`config.mk`:
```
export PLATFORM = sky130hd
export DESIGN_NAME = irsq_host
export DESIGN_NICKNAME = d
export VERILOG_FILES = /design/src/irsq_pkg.sv /design/src/irsq_fifo.sv /design/src/irsq_host.sv
export SDC_FILE = /design/constraint.sdc
export NUM_CORES = 2
export LEC_CHECK = 0
export CORE_MARGIN = 1
export CORE_UTILIZATION = 60
export CTS_CLUSTER_SIZE = 40
export DETAILED_ROUTE_END_ITERATION = 10
export DONT_BUFFER_PORTS = 1
export GPL_TIMING_DRIVEN = 0
export PLACE_DENSITY = 0.76
export SLEW_MARGIN = 20
export SYNTH_ARGS = -nofsm -noshare
export SYNTH_HDL_FRONTEND = slang
export SYNTH_SLANG_ARGS = --single-unit
```
`constraint.sdc`:
```
create_clock -name clk_sys -period 73.1 [get_ports clk_sys]
set_input_delay 10.965 -clock clk_sys [delete_from_list [all_inputs] [get_ports clk_sys]]
set_output_delay 10.965 -clock clk_sys [all_outputs]
set_load 0.05 [all_outputs]
```
`src/irsq_pkg.sv`:
```
// Constants and types shared by the image readout host controller.
package irsq_pkg;
  localparam int LANES = 12;
  localparam int WORD_W = 10;
  localparam int LANE_BUS_W = LANES * WORD_W;
  localparam int SLOT_PIX = 24;
  localparam int SLOT_COUNT = 54;
  localparam int SLOT_W = 6;
  localparam int COL_W = 11;
  localparam int WIN_MAX = 4;
  localparam int WIN_W = 2;
  localparam int LINE_W = 11;
  localparam int TIMER_W = 24;
  localparam int HALF_CNT_W = 7;
  localparam int SYNC_STAGES = 3;
  localparam logic [COL_W-1:0] EVEN_SLOT_TOP = 11'h017;
  localparam logic [LANES-1:0] LANE_FPN_RESET = 12'h000;
  localparam logic CALIB_LINE_ENABLE = 1'b1;
  // Protocol codes on the sync lane.
  localparam logic [WORD_W-1:0] FRAME_BEGIN_CODE = 10'h059;
  localparam logic [WORD_W-1:0] LINE_BEGIN_CODE = 10'h056;
  localparam logic [WORD_W-1:0] FRAME_FINISH_CODE = 10'h05a;
  localparam logic [WORD_W-1:0] LINE_FINISH_CODE = 10'h055;
  localparam logic [WORD_W-1:0] REFERENCE_COLUMNS_CODE = 10'h0a9;
  localparam logic [WORD_W-1:0] CRC_CODE = 10'h0a6;
  localparam logic [WORD_W-1:0] CALIB_CODE = 10'h13c;
  localparam logic [WORD_W-1:0] PIXEL_CODE = 10'h193;
  // Kind of a word handed to the user.
  typedef enum logic [1:0] {
    IRSQ_KIND_PIXEL = 2'h0,
    IRSQ_KIND_CALIB = 2'h1,
    IRSQ_KIND_REF = 2'h2,
    IRSQ_KIND_CRC = 2'h3
  } irsq_kind_t;
  localparam int KIND_W = 2;
  localparam int ENTRY_W = LANE_BUS_W + COL_W + 1 + WIN_W + KIND_W;
  localparam int FIFO_DEPTH = 8;
endpackage : irsq_pkg

```
`src/irsq_fifo.sv`:
```
// Flip-flop FIFO with valid and ready on both sides.
`timescale 1ns/1ps
module irsq_fifo #(
  parameter int WIDTH = 8,
  parameter int DEPTH = 8
) (
  input wire logic clk_sys, // System clock.
  input wire logic reset, // Asynchronous reset, active high.
  input wire logic in_valid, // Write request.
  output logic in_ready, // Not full.
  input wire logic [WIDTH-1:0] in_data, // Write data.
  output logic out_valid, // Not empty.
  input wire logic out_ready, // Read accept.
  output logic [WIDTH-1:0] out_data // Head entry.
);
  localparam int AW = $clog2(DEPTH);
  logic [WIDTH-1:0] mem_r [DEPTH];
  logic [WIDTH-1:0] mem_nxt [DEPTH];
  logic [AW-1:0] wr_r, wr_nxt, rd_r, rd_nxt;
  logic [AW:0] cnt_r, cnt_nxt;
  logic push, pop;

  assign in_ready = (cnt_r != DEPTH[AW:0]);
  assign out_valid = (cnt_r != '0);
  assign out_data = mem_r[rd_r];
  assign push = in_valid && in_ready;
  assign pop = out_valid && out_ready;

  always_comb begin
    mem_nxt = mem_r;
    wr_nxt = wr_r;
    rd_nxt = rd_r;
    cnt_nxt = cnt_r;
    if (push) begin
      mem_nxt[wr_r] = in_data;
      wr_nxt = (wr_r == AW'(DEPTH - 1)) ? '0 : wr_r + 1'b1;
    end
    if (pop) begin
      rd_nxt = (rd_r == AW'(DEPTH - 1)) ? '0 : rd_r + 1'b1;
    end
    if (push && !pop) begin
      cnt_nxt = cnt_r + 1'b1;
    end else if (pop && !push) begin
      cnt_nxt = cnt_r - 1'b1;
    end
  end

  always_ff @(posedge clk_sys or posedge reset) begin
    if (reset) begin
      for (int i = 0; i < DEPTH; i++) begin
        mem_r[i] <= '0;
      end
      wr_r <= '0;
      rd_r <= '0;
      cnt_r <= '0;
    end else begin
      mem_r <= mem_nxt;
      wr_r <= wr_nxt;
      rd_r <= rd_nxt;
      cnt_r <= cnt_nxt;
    end
  end
endmodule : irsq_fifo

```
`src/irsq_host.sv`:
```
// Host side: exposure pin driver and sync-lane receiver with row remapping.
`timescale 1ns/1ps
module irsq_host
  import irsq_pkg::*;
#(
  parameter int FIFO_DEPTH_P = FIFO_DEPTH
) (
  input wire logic clk_sys, // System clock, 100 MHz.
  input wire logic reset, // Asynchronous reset, active high.
  // User control.
  input wire logic slave_mode, // High: host times exposure on the pins.
  input wire logic expose_start, // Pulse: begin one exposure.
  input wire logic [TIMER_W-1:0] exposure_cycles, // Exposure length.
  input wire logic [TIMER_W-1:0] second_stamp_cycles, // Second reset time.
  input wire logic [TIMER_W-1:0] third_stamp_cycles, // Third reset time.
  input wire logic second_stamp_en, // Enable second reset pulse.
  input wire logic third_stamp_en, // Enable third reset pulse.
  input wire logic [WIN_W-1:0] window_count_m1, // Active windows minus 1.
  input wire logic [WIN_MAX*LINE_W-1:0] window_heights, // Lines per window.
  input wire logic [WIN_MAX*SLOT_W-1:0] window_x_start, // First slot, 0-based.
  input wire logic [LANES-1:0] lane_fpn_request, // Wanted correction.
  // Configuration values for the device register loader.
  output logic [LANES-1:0] output_lane_config_fpn, // Bit 1 per data lane.
  output logic sync_lane_config_fpn, // Sync lane correction, kept off.
  output logic sequencer_config_three_calib, // Calibration line enable.
  // Exposure pins.
  output logic exposure_pin, // Exposure level.
  output logic second_reset_pin, // Second slope reset.
  output logic third_reset_pin, // Third slope reset.
  // Link from the device.
  input wire logic link_clk, // Word clock of the lanes.
  input wire logic [WORD_W-1:0] sync_lane, // Protocol code word.
  input wire logic [LANE_BUS_W-1:0] data_lanes, // Twelve data words.
  // Remapped stream to the user.
  output logic pix_valid, // Entry available.
  input wire logic pix_ready, // User takes entry.
  output logic [LANE_BUS_W-1:0] pix_data, // Lane words.
  output logic [COL_W-1:0] pix_col, // Column of lane 0.
  output logic pix_descending, // Lane order runs down the row.
  output logic [WIN_W-1:0] pix_window, // Window of the line.
  output logic [KIND_W-1:0] pix_kind, // Pixel, calib, ref or CRC.
  output logic in_frame, // Between frame begin and finish.
  output logic frame_done, // Pulse at frame finish.
  output logic frame_error, // Sticky: line count mismatch.
  output logic overflow // Sticky: word lost on full FIFO.
);
  typedef enum logic [2:0] {
    ST_IDLE = 3'b001,
    ST_LINE = 3'b010,
    ST_GAP = 3'b100
  } irsq_rx_t;
  typedef enum logic [1:0] {
    EX_IDLE = 2'b01,
    EX_ON = 2'b10
  } irsq_exp_t;

  // Lane column of lane 0 for a 0-based slot and half.
  function automatic logic [COL_W-1:0] col_of(input logic [SLOT_W-1:0] s,
                                              input logic h);
    logic [COL_W-1:0] base;
    base = COL_W'(s) * COL_W'(SLOT_PIX);
    if (!s[0]) col_of = base + COL_W'(h);
    else col_of = base + EVEN_SLOT_TOP - COL_W'(h);
  endfunction : col_of

  // Three-stage synchronisers for the link pins.
  logic [SYNC_STAGES-1:0] lclk_r;
  logic [WORD_W-1:0] sync_s_r [SYNC_STAGES];
  logic [LANE_BUS_W-1:0] data_s_r [SYNC_STAGES];
  logic lclk_lvl_r;
  logic word_tick;
  // A rising edge counts only once the last two stages agree on the high level.
  assign word_tick = lclk_r[1] && lclk_r[2] && !lclk_lvl_r;
  always_ff @(posedge clk_sys or posedge reset) begin
    if (reset) begin
      lclk_r <= '0;
      lclk_lvl_r <= 1'b0;
      for (int i = 0; i < SYNC_STAGES; i++) begin
        sync_s_r[i] <= '0;
        data_s_r[i] <= '0;
      end
    end else begin
      lclk_r <= {lclk_r[SYNC_STAGES-2:0], link_clk};
      if (lclk_r[1] == lclk_r[2]) lclk_lvl_r <= lclk_r[2];
      sync_s_r[0] <= sync_lane;
      data_s_r[0] <= data_lanes;
      for (int i = 1; i < SYNC_STAGES; i++) begin
        sync_s_r[i] <= sync_s_r[i-1];
        data_s_r[i] <= data_s_r[i-1];
      end
    end
  end

  // Exposure driver: in slave mode the host owns all three pins.
  irsq_exp_t ex_r, ex_nxt;
  logic [TIMER_W-1:0] ex_cnt_r, ex_cnt_nxt;
  logic exp_pin_r, exp_pin_nxt, ds_pin_r, ds_pin_nxt, ts_pin_r, ts_pin_nxt;
  always_comb begin
    ex_nxt = ex_r;
    ex_cnt_nxt = ex_cnt_r;
    exp_pin_nxt = exp_pin_r;
    ds_pin_nxt = 1'b0;
    ts_pin_nxt = 1'b0;
    case (ex_r)
      EX_IDLE: begin
        if (expose_start && slave_mode && exposure_cycles != '0) begin
          ex_nxt = EX_ON;
          ex_cnt_nxt = '0;
          exp_pin_nxt = 1'b1;
        end
      end
      EX_ON: begin
        ex_cnt_nxt = ex_cnt_r + 1'b1;
        // Each enabled stamp with a count from 1 to one below the exposure length gives a one-cycle reset pulse at its count.
        ds_pin_nxt = second_stamp_en &&
                     (ex_cnt_nxt == second_stamp_cycles);
        ts_pin_nxt = third_stamp_en &&
                     (ex_cnt_nxt == third_stamp_cycles);
        if (ex_cnt_nxt >= exposure_cycles) begin
          ex_nxt = EX_IDLE;
          exp_pin_nxt = 1'b0;
          ds_pin_nxt = 1'b0;
          ts_pin_nxt = 1'b0;
        end
      end
      default: begin
        ex_nxt = EX_IDLE;
        exp_pin_nxt = 1'b0;
      end
    endcase
  end
  always_ff @(posedge clk_sys or posedge reset) begin
    if (reset) begin
      ex_r <= EX_IDLE;
      ex_cnt_r <= '0;
      exp_pin_r <= 1'b0;
      ds_pin_r <= 1'b0;
      ts_pin_r <= 1'b0;
    end else begin
      ex_r <= ex_nxt;
      ex_cnt_r <= ex_cnt_nxt;
      exp_pin_r <= exp_pin_nxt;
      ds_pin_r <= ds_pin_nxt;
      ts_pin_r <= ts_pin_nxt;
    end
  end
  assign exposure_pin = exp_pin_r;
  assign second_reset_pin = ds_pin_r;
  assign third_reset_pin = ts_pin_r;

  // Configuration handed to the register loader.
  logic [LANES-1:0] fpn_r;
  always_ff @(posedge clk_sys or posedge reset) begin
    if (reset) fpn_r <= LANE_FPN_RESET;
    else fpn_r <= lane_fpn_request;
  end
  assign output_lane_config_fpn = fpn_r;
  assign sync_lane_config_fpn = 1'b0;
  assign sequencer_config_three_calib = CALIB_LINE_ENABLE;

  // Receiver: one sync code per word tick classifies the data words.
  irsq_rx_t st_r, st_nxt;
  logic [HALF_CNT_W-1:0] half_r, half_nxt;
  logic [WIN_W-1:0] win_r, win_nxt;
  logic [LINE_W-1:0] line_r, line_nxt;
  logic calib_r, calib_nxt, done_r, done_nxt, err_r, err_nxt;
  logic ovf_r, ovf_nxt;
  logic push;
  logic fifo_ready;
  logic [ENTRY_W-1:0] entry;
  logic [WORD_W-1:0] code;
  logic [KIND_W-1:0] kind;
  logic [SLOT_W-1:0] slot;
  logic [LINE_W-1:0] height;
  assign code = sync_s_r[SYNC_STAGES-1];
  assign height = window_heights[win_r*LINE_W +: LINE_W];
  assign slot = (calib_r ? '0 : window_x_start[win_r*SLOT_W +: SLOT_W]) +
                SLOT_W'(half_r >> 1);
  assign entry = {data_s_r[SYNC_STAGES-1], col_of(slot, half_r[0]),
                  slot[0], win_r, kind};

  always_comb begin
    st_nxt = st_r;
    half_nxt = half_r;
    win_nxt = win_r;
    line_nxt = line_r;
    calib_nxt = calib_r;
    done_nxt = 1'b0;
    err_nxt = err_r;
    ovf_nxt = ovf_r;
    push = 1'b0;
    kind = IRSQ_KIND_PIXEL;
    if (word_tick) begin
      case (code)
        FRAME_BEGIN_CODE: begin
          st_nxt = ST_LINE;
          half_nxt = '0;
          win_nxt = '0;
          line_nxt = '0;
          calib_nxt = 1'b1;
        end
        LINE_BEGIN_CODE: begin
          if (st_r != ST_IDLE) st_nxt = ST_LINE;
          half_nxt = '0;
        end
        LINE_FINISH_CODE: begin
          if (st_r == ST_LINE) begin
            st_nxt = ST_GAP;
            if (calib_r) begin
              calib_nxt = 1'b0;
            end else if (line_r == height - 1'b1) begin
              line_nxt = '0;
              win_nxt = win_r + 1'b1;
              if (win_r == window_count_m1) err_nxt = err_r;
            end else begin
              line_nxt = line_r + 1'b1;
            end
          end
        end
        FRAME_FINISH_CODE: begin
          // All configured windows must be complete at frame finish.
          if (st_r != ST_IDLE) begin
            st_nxt = ST_IDLE;
            done_nxt = 1'b1;
            if (win_r != window_count_m1 + 1'b1 || line_r != '0) begin
              err_nxt = 1'b1;
            end
          end
        end
        PIXEL_CODE, CALIB_CODE, REFERENCE_COLUMNS_CODE, CRC_CODE: begin
          if (st_r == ST_LINE) begin
            push = 1'b1;
            half_nxt = half_r + 1'b1;
            if (code == CALIB_CODE) kind = IRSQ_KIND_CALIB;
            else if (code == REFERENCE_COLUMNS_CODE) kind = IRSQ_KIND_REF;
            else if (code == CRC_CODE) kind = IRSQ_KIND_CRC;
            if (!fifo_ready) ovf_nxt = 1'b1;
          end
        end
        default: begin
          // Training pattern or idle words carry no pixels.
          push = 1'b0;
        end
      endcase
      // Wrapping past the fourth window also marks a window count mismatch, unless four windows are configured.
      if (win_nxt == '0 && win_r != '0 && win_r != window_count_m1 &&
          code == LINE_FINISH_CODE) begin
        err_nxt = 1'b1;
      end
    end
  end

  always_ff @(posedge clk_sys or posedge reset) begin
    if (reset) begin
      st_r <= ST_IDLE;
      half_r <= '0;
      win_r <= '0;
      line_r <= '0;
      calib_r <= 1'b0;
      done_r <= 1'b0;
      err_r <= 1'b0;
      ovf_r <= 1'b0;
    end else begin
      st_r <= st_nxt;
      half_r <= half_nxt;
      win_r <= win_nxt;
      line_r <= line_nxt;
      calib_r <= calib_nxt;
      done_r <= done_nxt;
      err_r <= err_nxt;
      ovf_r <= ovf_nxt;
    end
  end
  assign in_frame = (st_r != ST_IDLE);
  assign frame_done = done_r;
  assign frame_error = err_r;
  assign overflow = ovf_r;

  // The link cannot be stalled, so a full FIFO drops the word and flags it.
  logic [ENTRY_W-1:0] head;
  irsq_fifo #(
    .WIDTH(ENTRY_W),
    .DEPTH(FIFO_DEPTH_P)
  ) u_fifo (
    .clk_sys(clk_sys),
    .reset(reset),
    .in_valid(push),
    .in_ready(fifo_ready),
    .in_data(entry),
    .out_valid(pix_valid),
    .out_ready(pix_ready),
    .out_data(head)
  );
  assign {pix_data, pix_col, pix_descending, pix_window, pix_kind} = head;
endmodule : irsq_host

```
==> tab_implementation.tex <==
\begin{tabular}{lr}
\hline
Metric & Value \\
\hline
\multicolumn{2}{l}{\textbf{Logic synthesis}} \\
Number of synthesized flops with an enable pin & 0 \\
Avg Cell Area, Syn & 12.7 µm² \\
Prevailing post-synth register cell & sky130\_fd\_sc\_hd\_\_dfrtp\_1 \\
Post-Syn Nets & approximately 5400 \\
Number of synthesis warnings & 0 \\
Async set or reset register ratio after synthesis & 100\% \\
Number of distinct library cells after synthesis & 71 \\
Number of synthesized register bits & between 1500 and 2000 \\
Post-synthesis sequential area ratio & $\sim$60\% \\
Post-Syn Area & 63700 µm² \\
Gate Count Post-Synth & 5031 \\
\multicolumn{2}{l}{\textbf{Finish}} \\
Post-route insts no fill & $\sim$6700 \\
Final net count & 5559 \\
Most frequent cells in the layout & sky130\_fd\_sc\_hd\_\_nand2\_1 (1615), sky130\_fd\_sc\_hd\_\_dfrtp\_1 (1533), sky130\_fd\_sc\_hd\_\_mux2\_2 (632) \\
Share of post-route cells with drive strength above 1 & 22.9\% \\
Area overhead of the layout relative to synthesis & 12.0\% \\
Commonest non-fill, non-tap cell in the layout & sky130\_fd\_sc\_hd\_\_nand2\_1 \\
Antenna fix cells & 0 \\
\multicolumn{2}{l}{\textbf{Clock network}} \\
\# H-tree levels & 4 \\
Clock buffer count from CTS & 157 \\
Clock Sinks & approximately 1500 \\
Clock-pin slew on the worst setup and hold paths & about 0.060 ns \\
Root Buffer Master & sky130\_fd\_sc\_hd\_\_clkbuf\_16 \\
Worst-skew pair later-pin latency & 0.78 ns \\
CTS-repair resized insts & 0 \\
CTS Hold Bufs & 0 \\
Post CTS Setup Buffer Count & 0 \\
CTS tree & yes \\
Largest buffer count on any clock path & 3 \\
\multicolumn{2}{l}{\textbf{Pwr}} \\
Max rail drop VDD & 0.0309 mV \\
Pleak & around 0.035 µW \\
Sum of internal, switching and leakage power & about 2000 µW \\
Total power per unit cell area & 27.6 nW/µm² \\
\multicolumn{2}{l}{\textbf{Route}} \\
Routed vias & $\sim$41000 \\
Number of iterations in the first detailed-routing pass & 5 \\
Average wire per cell in the routed design & 23.7 µm \\
Routed WL & 159000 µm \\
Iter 0 DRT Violations & 3687 \\
Detail-routed via count per cell & 6.03 \\
DRC violation count after routing & 0 \\
DRT antenna net count & 0 \\
\multicolumn{2}{l}{\textbf{Floorplanning}} \\
Starting utilization of the core area & just over 60\% \\
Die span in x & 328 µm \\
Ports placed on the boundary & 450 \\
Total number of placement rows & 119 \\
Total Die Area & 108000 µm² \\
Y dimension of the die & 328 µm \\
Floorplan core area & between 100000 and 150000 µm² \\
\multicolumn{2}{l}{\textbf{Min path}} \\
Worst hold path type & flop to flop \\
Origin of the worst min-delay path & data\_s\_r[310]\$\_DFF\_PP0\_ \\
Cell depth of the worst hold path & 0 \\
Hold-critical path endpoint & data\_s\_r[190]\$\_DFF\_PP0\_ \\
\multicolumn{2}{l}{\textbf{Critical path}} \\
Endpoint of the worst register-to-register path & u\_fifo.mem\_r[422]\$\_DFFE\_PP0P\_ \\
Endpoint class of the critical path & primary output \\
CP most frequent cell & sky130\_fd\_sc\_hd\_\_clkbuf\_1 \\
Internal reg-to-reg setup slack & 67.27 ns \\
Critical path peak fanout & 10 \\
Buf+Inv Stages, Crit Path & 4 \\
Required time of the worst setup path & between 60 and 70 ns \\
Critical path startpoint category & flop \\
Arrival time reported for the critical path endpoint & 4.77 ns \\
Crit path from & u\_fifo.rd\_r[1]\$\_DFFE\_PP0P\_ \\
Cells along the critical path & clkbuf\_1 -> buf\_1 -> clkbuf\_2 -> clkbuf\_1 -> mux4\_2 -> mux2\_2 \\
Start-to-end type of the worst setup path & flop to primary output \\
Length in cells of the worst reg-to-reg path & 21 \\
Critical path's largest stage delay & roughly 0.85 ns \\
Top Family by Delay on Critical Path & buffers and inverters \\
Reg-to-reg startpoint & win\_r[1]\$\_DFFE\_PP0P\_ \\
Crit path max-delay cell type & sky130\_fd\_sc\_hd\_\_buf\_1 \\
\multicolumn{2}{l}{\textbf{GRT}} \\
Overflow left after global routing & 0 \\
Vias in the first global route & 42400 \\
Global routing usage summed across all routing layers & 30.4\% \\
Pin count of the biggest net entering global routing & between 100 and 150 \\
Wire length of the first global-routing pass & $\sim$250000 µm \\
Antenna violations before repair & 3 \\
\multicolumn{2}{l}{\textbf{Placement}} \\
Setup slack after placement & just under 60 ns \\
Buffers on Ports & 0 \\
Half-perimeter wire length after detailed placement & 103000 µm \\
Weighted congestion reported at the end of routability-driven placement & 0.873 \\
Number of placed instances with taps included & about 6400 \\
\multicolumn{2}{l}{\textbf{STA}} \\
Unrepaired setup endpoints after global routing & no \\
Slew @ Worst Pin & 1.24 ns \\
Final setup viols & 0 \\
Final Slew Violations & 0 \\
Worst setup margin & 57.37 ns \\
Sum Neg Setup Slack & 0 ns \\
Tcrit/Tclk final & around 22\% \\
Fin crit period & 15.73 ns \\
Layout Skew & 0.0260 ns \\
Final Hold Viols & 0 \\
Peak Freq & between 60 and 70 MHz \\
Worst slew slack as a fraction of its limit & between 15 and 20\% \\
\multicolumn{2}{l}{\textbf{Flow run}} \\
Max-cap check violation count & 0 \\
\multicolumn{2}{l}{\textbf{Outcome}} \\
Result of the run & complete, no violations \\
\hline
\end{tabular}
## report_power, final
part | switching [µW] | leakage, µW | internal [µW]
clock network | 340 | 0.00267 | 499
logic | 163 | 0.0127 | 89.4
registers | 15.7 | 0.0201 | 865
total | 518 | 0.0354 | 1450
## cells in the mapped netlist (6+ instances only)
cell type                  number  area [µm²]
sky130_fd_sc_hd__nor4b_1        6        52.6
sky130_fd_sc_hd__dfrtp_1     1533       38400
sky130_fd_sc_hd__nand2b_1       9        56.3
sky130_fd_sc_hd__a21o_1        14         105
sky130_fd_sc_hd__nand3_1       27         135
sky130_fd_sc_hd__xnor2_1       69         604
sky130_fd_sc_hd__nand4_1       18         113
sky130_fd_sc_hd__mux2_2       632        7120
sky130_fd_sc_hd__nor2b_1       12        75.1
sky130_fd_sc_hd__buf_1         29         109
sky130_fd_sc_hd__inv_1         75         282
sky130_fd_sc_hd__nand2_1     1615        6060
sky130_fd_sc_hd__nor4_1        21         131
sky130_fd_sc_hd__and3_1         9        56.3
sky130_fd_sc_hd__nor2_1        54         203
sky130_fd_sc_hd__o21bai_1       6        45.0
sky130_fd_sc_hd__o22ai_1       18         113
sky130_fd_sc_hd__o21ai_0       83         415
sky130_fd_sc_hd__o31ai_1       13        97.6
sky130_fd_sc_hd__a21oi_1       37         185
sky130_fd_sc_hd__nor3_1        18        90.1
sky130_fd_sc_hd__mux2i_1        8        80.1
sky130_fd_sc_hd__clkbuf_1     250         938
sky130_fd_sc_hd__nand4b_1      10        87.6
sky130_fd_sc_hd__xor2_1        43         377
sky130_fd_sc_hd__ha_1          56         701
sky130_fd_sc_hd__mux4_2       280        6310
## worst max-delay path by stage
stage                                   endpoint  slack [ns]  depth (start not counted)
global placement         data_s_r[133]$_DFF_PP0_        3.92                          1
CTS                                   pix_col[1]       57.33                          6
finish                              pix_data[58]       57.37                          6
floorplan                    calib_r$_DFFE_PP0P_       18.83                          1
global route                        pix_data[50]       57.29                          6
detailed placement  u_fifo.mem_r[14]$_DFFE_PP0P_       57.79                         17
## cell type report
type,count,area (µm²)
sequential,1535,38400
fill,7214,33900
multi-input combinational,3131,23900
clock buffer,216,4490
tap,1391,1740
buffer,288,1130
clock inverter,67,951
timing repair buffer,18,430
inverter,77,297
## cell families (layout without fill, tap and decap cells)
group,after synthesis,in the layout,share of synthesized area (%)
compound gates,201,201,1.90
xor+xnor,113,113,1.57
mux,922,922,21.3
simple gates,1834,1834,11.5
buf+inv,365,666,2.21
flops,1535,1535,60.3
other cells,2,2,0.0118
fa+ha+maj,59,59,1.19
## worst register-to-register path, stage by stage (launching register included)
cell	delay, ns
sky130_fd_sc_hd__dfrtp_1	0.45
sky130_fd_sc_hd__buf_1	0.45
sky130_fd_sc_hd__clkbuf_1	0.53
sky130_fd_sc_hd__mux4_2	0.36
sky130_fd_sc_hd__nor2b_1	0.20
sky130_fd_sc_hd__ha_1	0.20
sky130_fd_sc_hd__inv_1	0.05
sky130_fd_sc_hd__fa_1	0.39
sky130_fd_sc_hd__inv_1	0.07
sky130_fd_sc_hd__a21oi_1	0.06
sky130_fd_sc_hd__o21bai_1	0.15
sky130_fd_sc_hd__xor2_1	0.32
sky130_fd_sc_hd__ha_1	0.29
sky130_fd_sc_hd__inv_1	0.10
sky130_fd_sc_hd__nor2_1	0.06
sky130_fd_sc_hd__nor2_1	0.15
sky130_fd_sc_hd__xor2_1	0.32
sky130_fd_sc_hd__ha_1	0.33
sky130_fd_sc_hd__a41oi_1	0.20
sky130_fd_sc_hd__xor2_1	0.09
sky130_fd_sc_hd__a21oi_1	0.70
sky130_fd_sc_hd__mux2_2	0.30
## per-stage QoR
stage / area [µm²] / utilization, % / hold slack [ns]
finish: 71400 / 67.8 / 0.330
detailed placement: 65900 / 62.6 / 0.335
CTS: 71400 / 67.8 / 0.339
floorplan: 63700 / - / 0.331
global route: 71400 / 67.8 / 0.349
global placement: 65500 / 62.2 / 0.332
## sequential cells by signal (all words and copies together), names as in the netlist, 2 cells and up
name	flops
u_fifo.mem_r	1064
data_s_r	360
ex_cnt_r	24
sync_s_r	20
output_lane_config_fpn	12
line_r	11
code	10
half_r	7
u_fifo.cnt_r	4
lclk_r	3
st_r	3
u_fifo.rd_r	3
u_fifo.wr_r	3
ex_r	2
win_r	2
## metal layers
layer	global-route usage, %	wire (µm)	vias up	share of wire (%)
li1	-	-	17500	-
met3	7.50	13300	381	8.4
met5	0	25	-	0.016
met4	13.4	6570	4	4.1
met1	40.8	63000	21000	40
met2	47.6	76200	1663	48
Note: power is estimated with default switching activity, not from simulation.
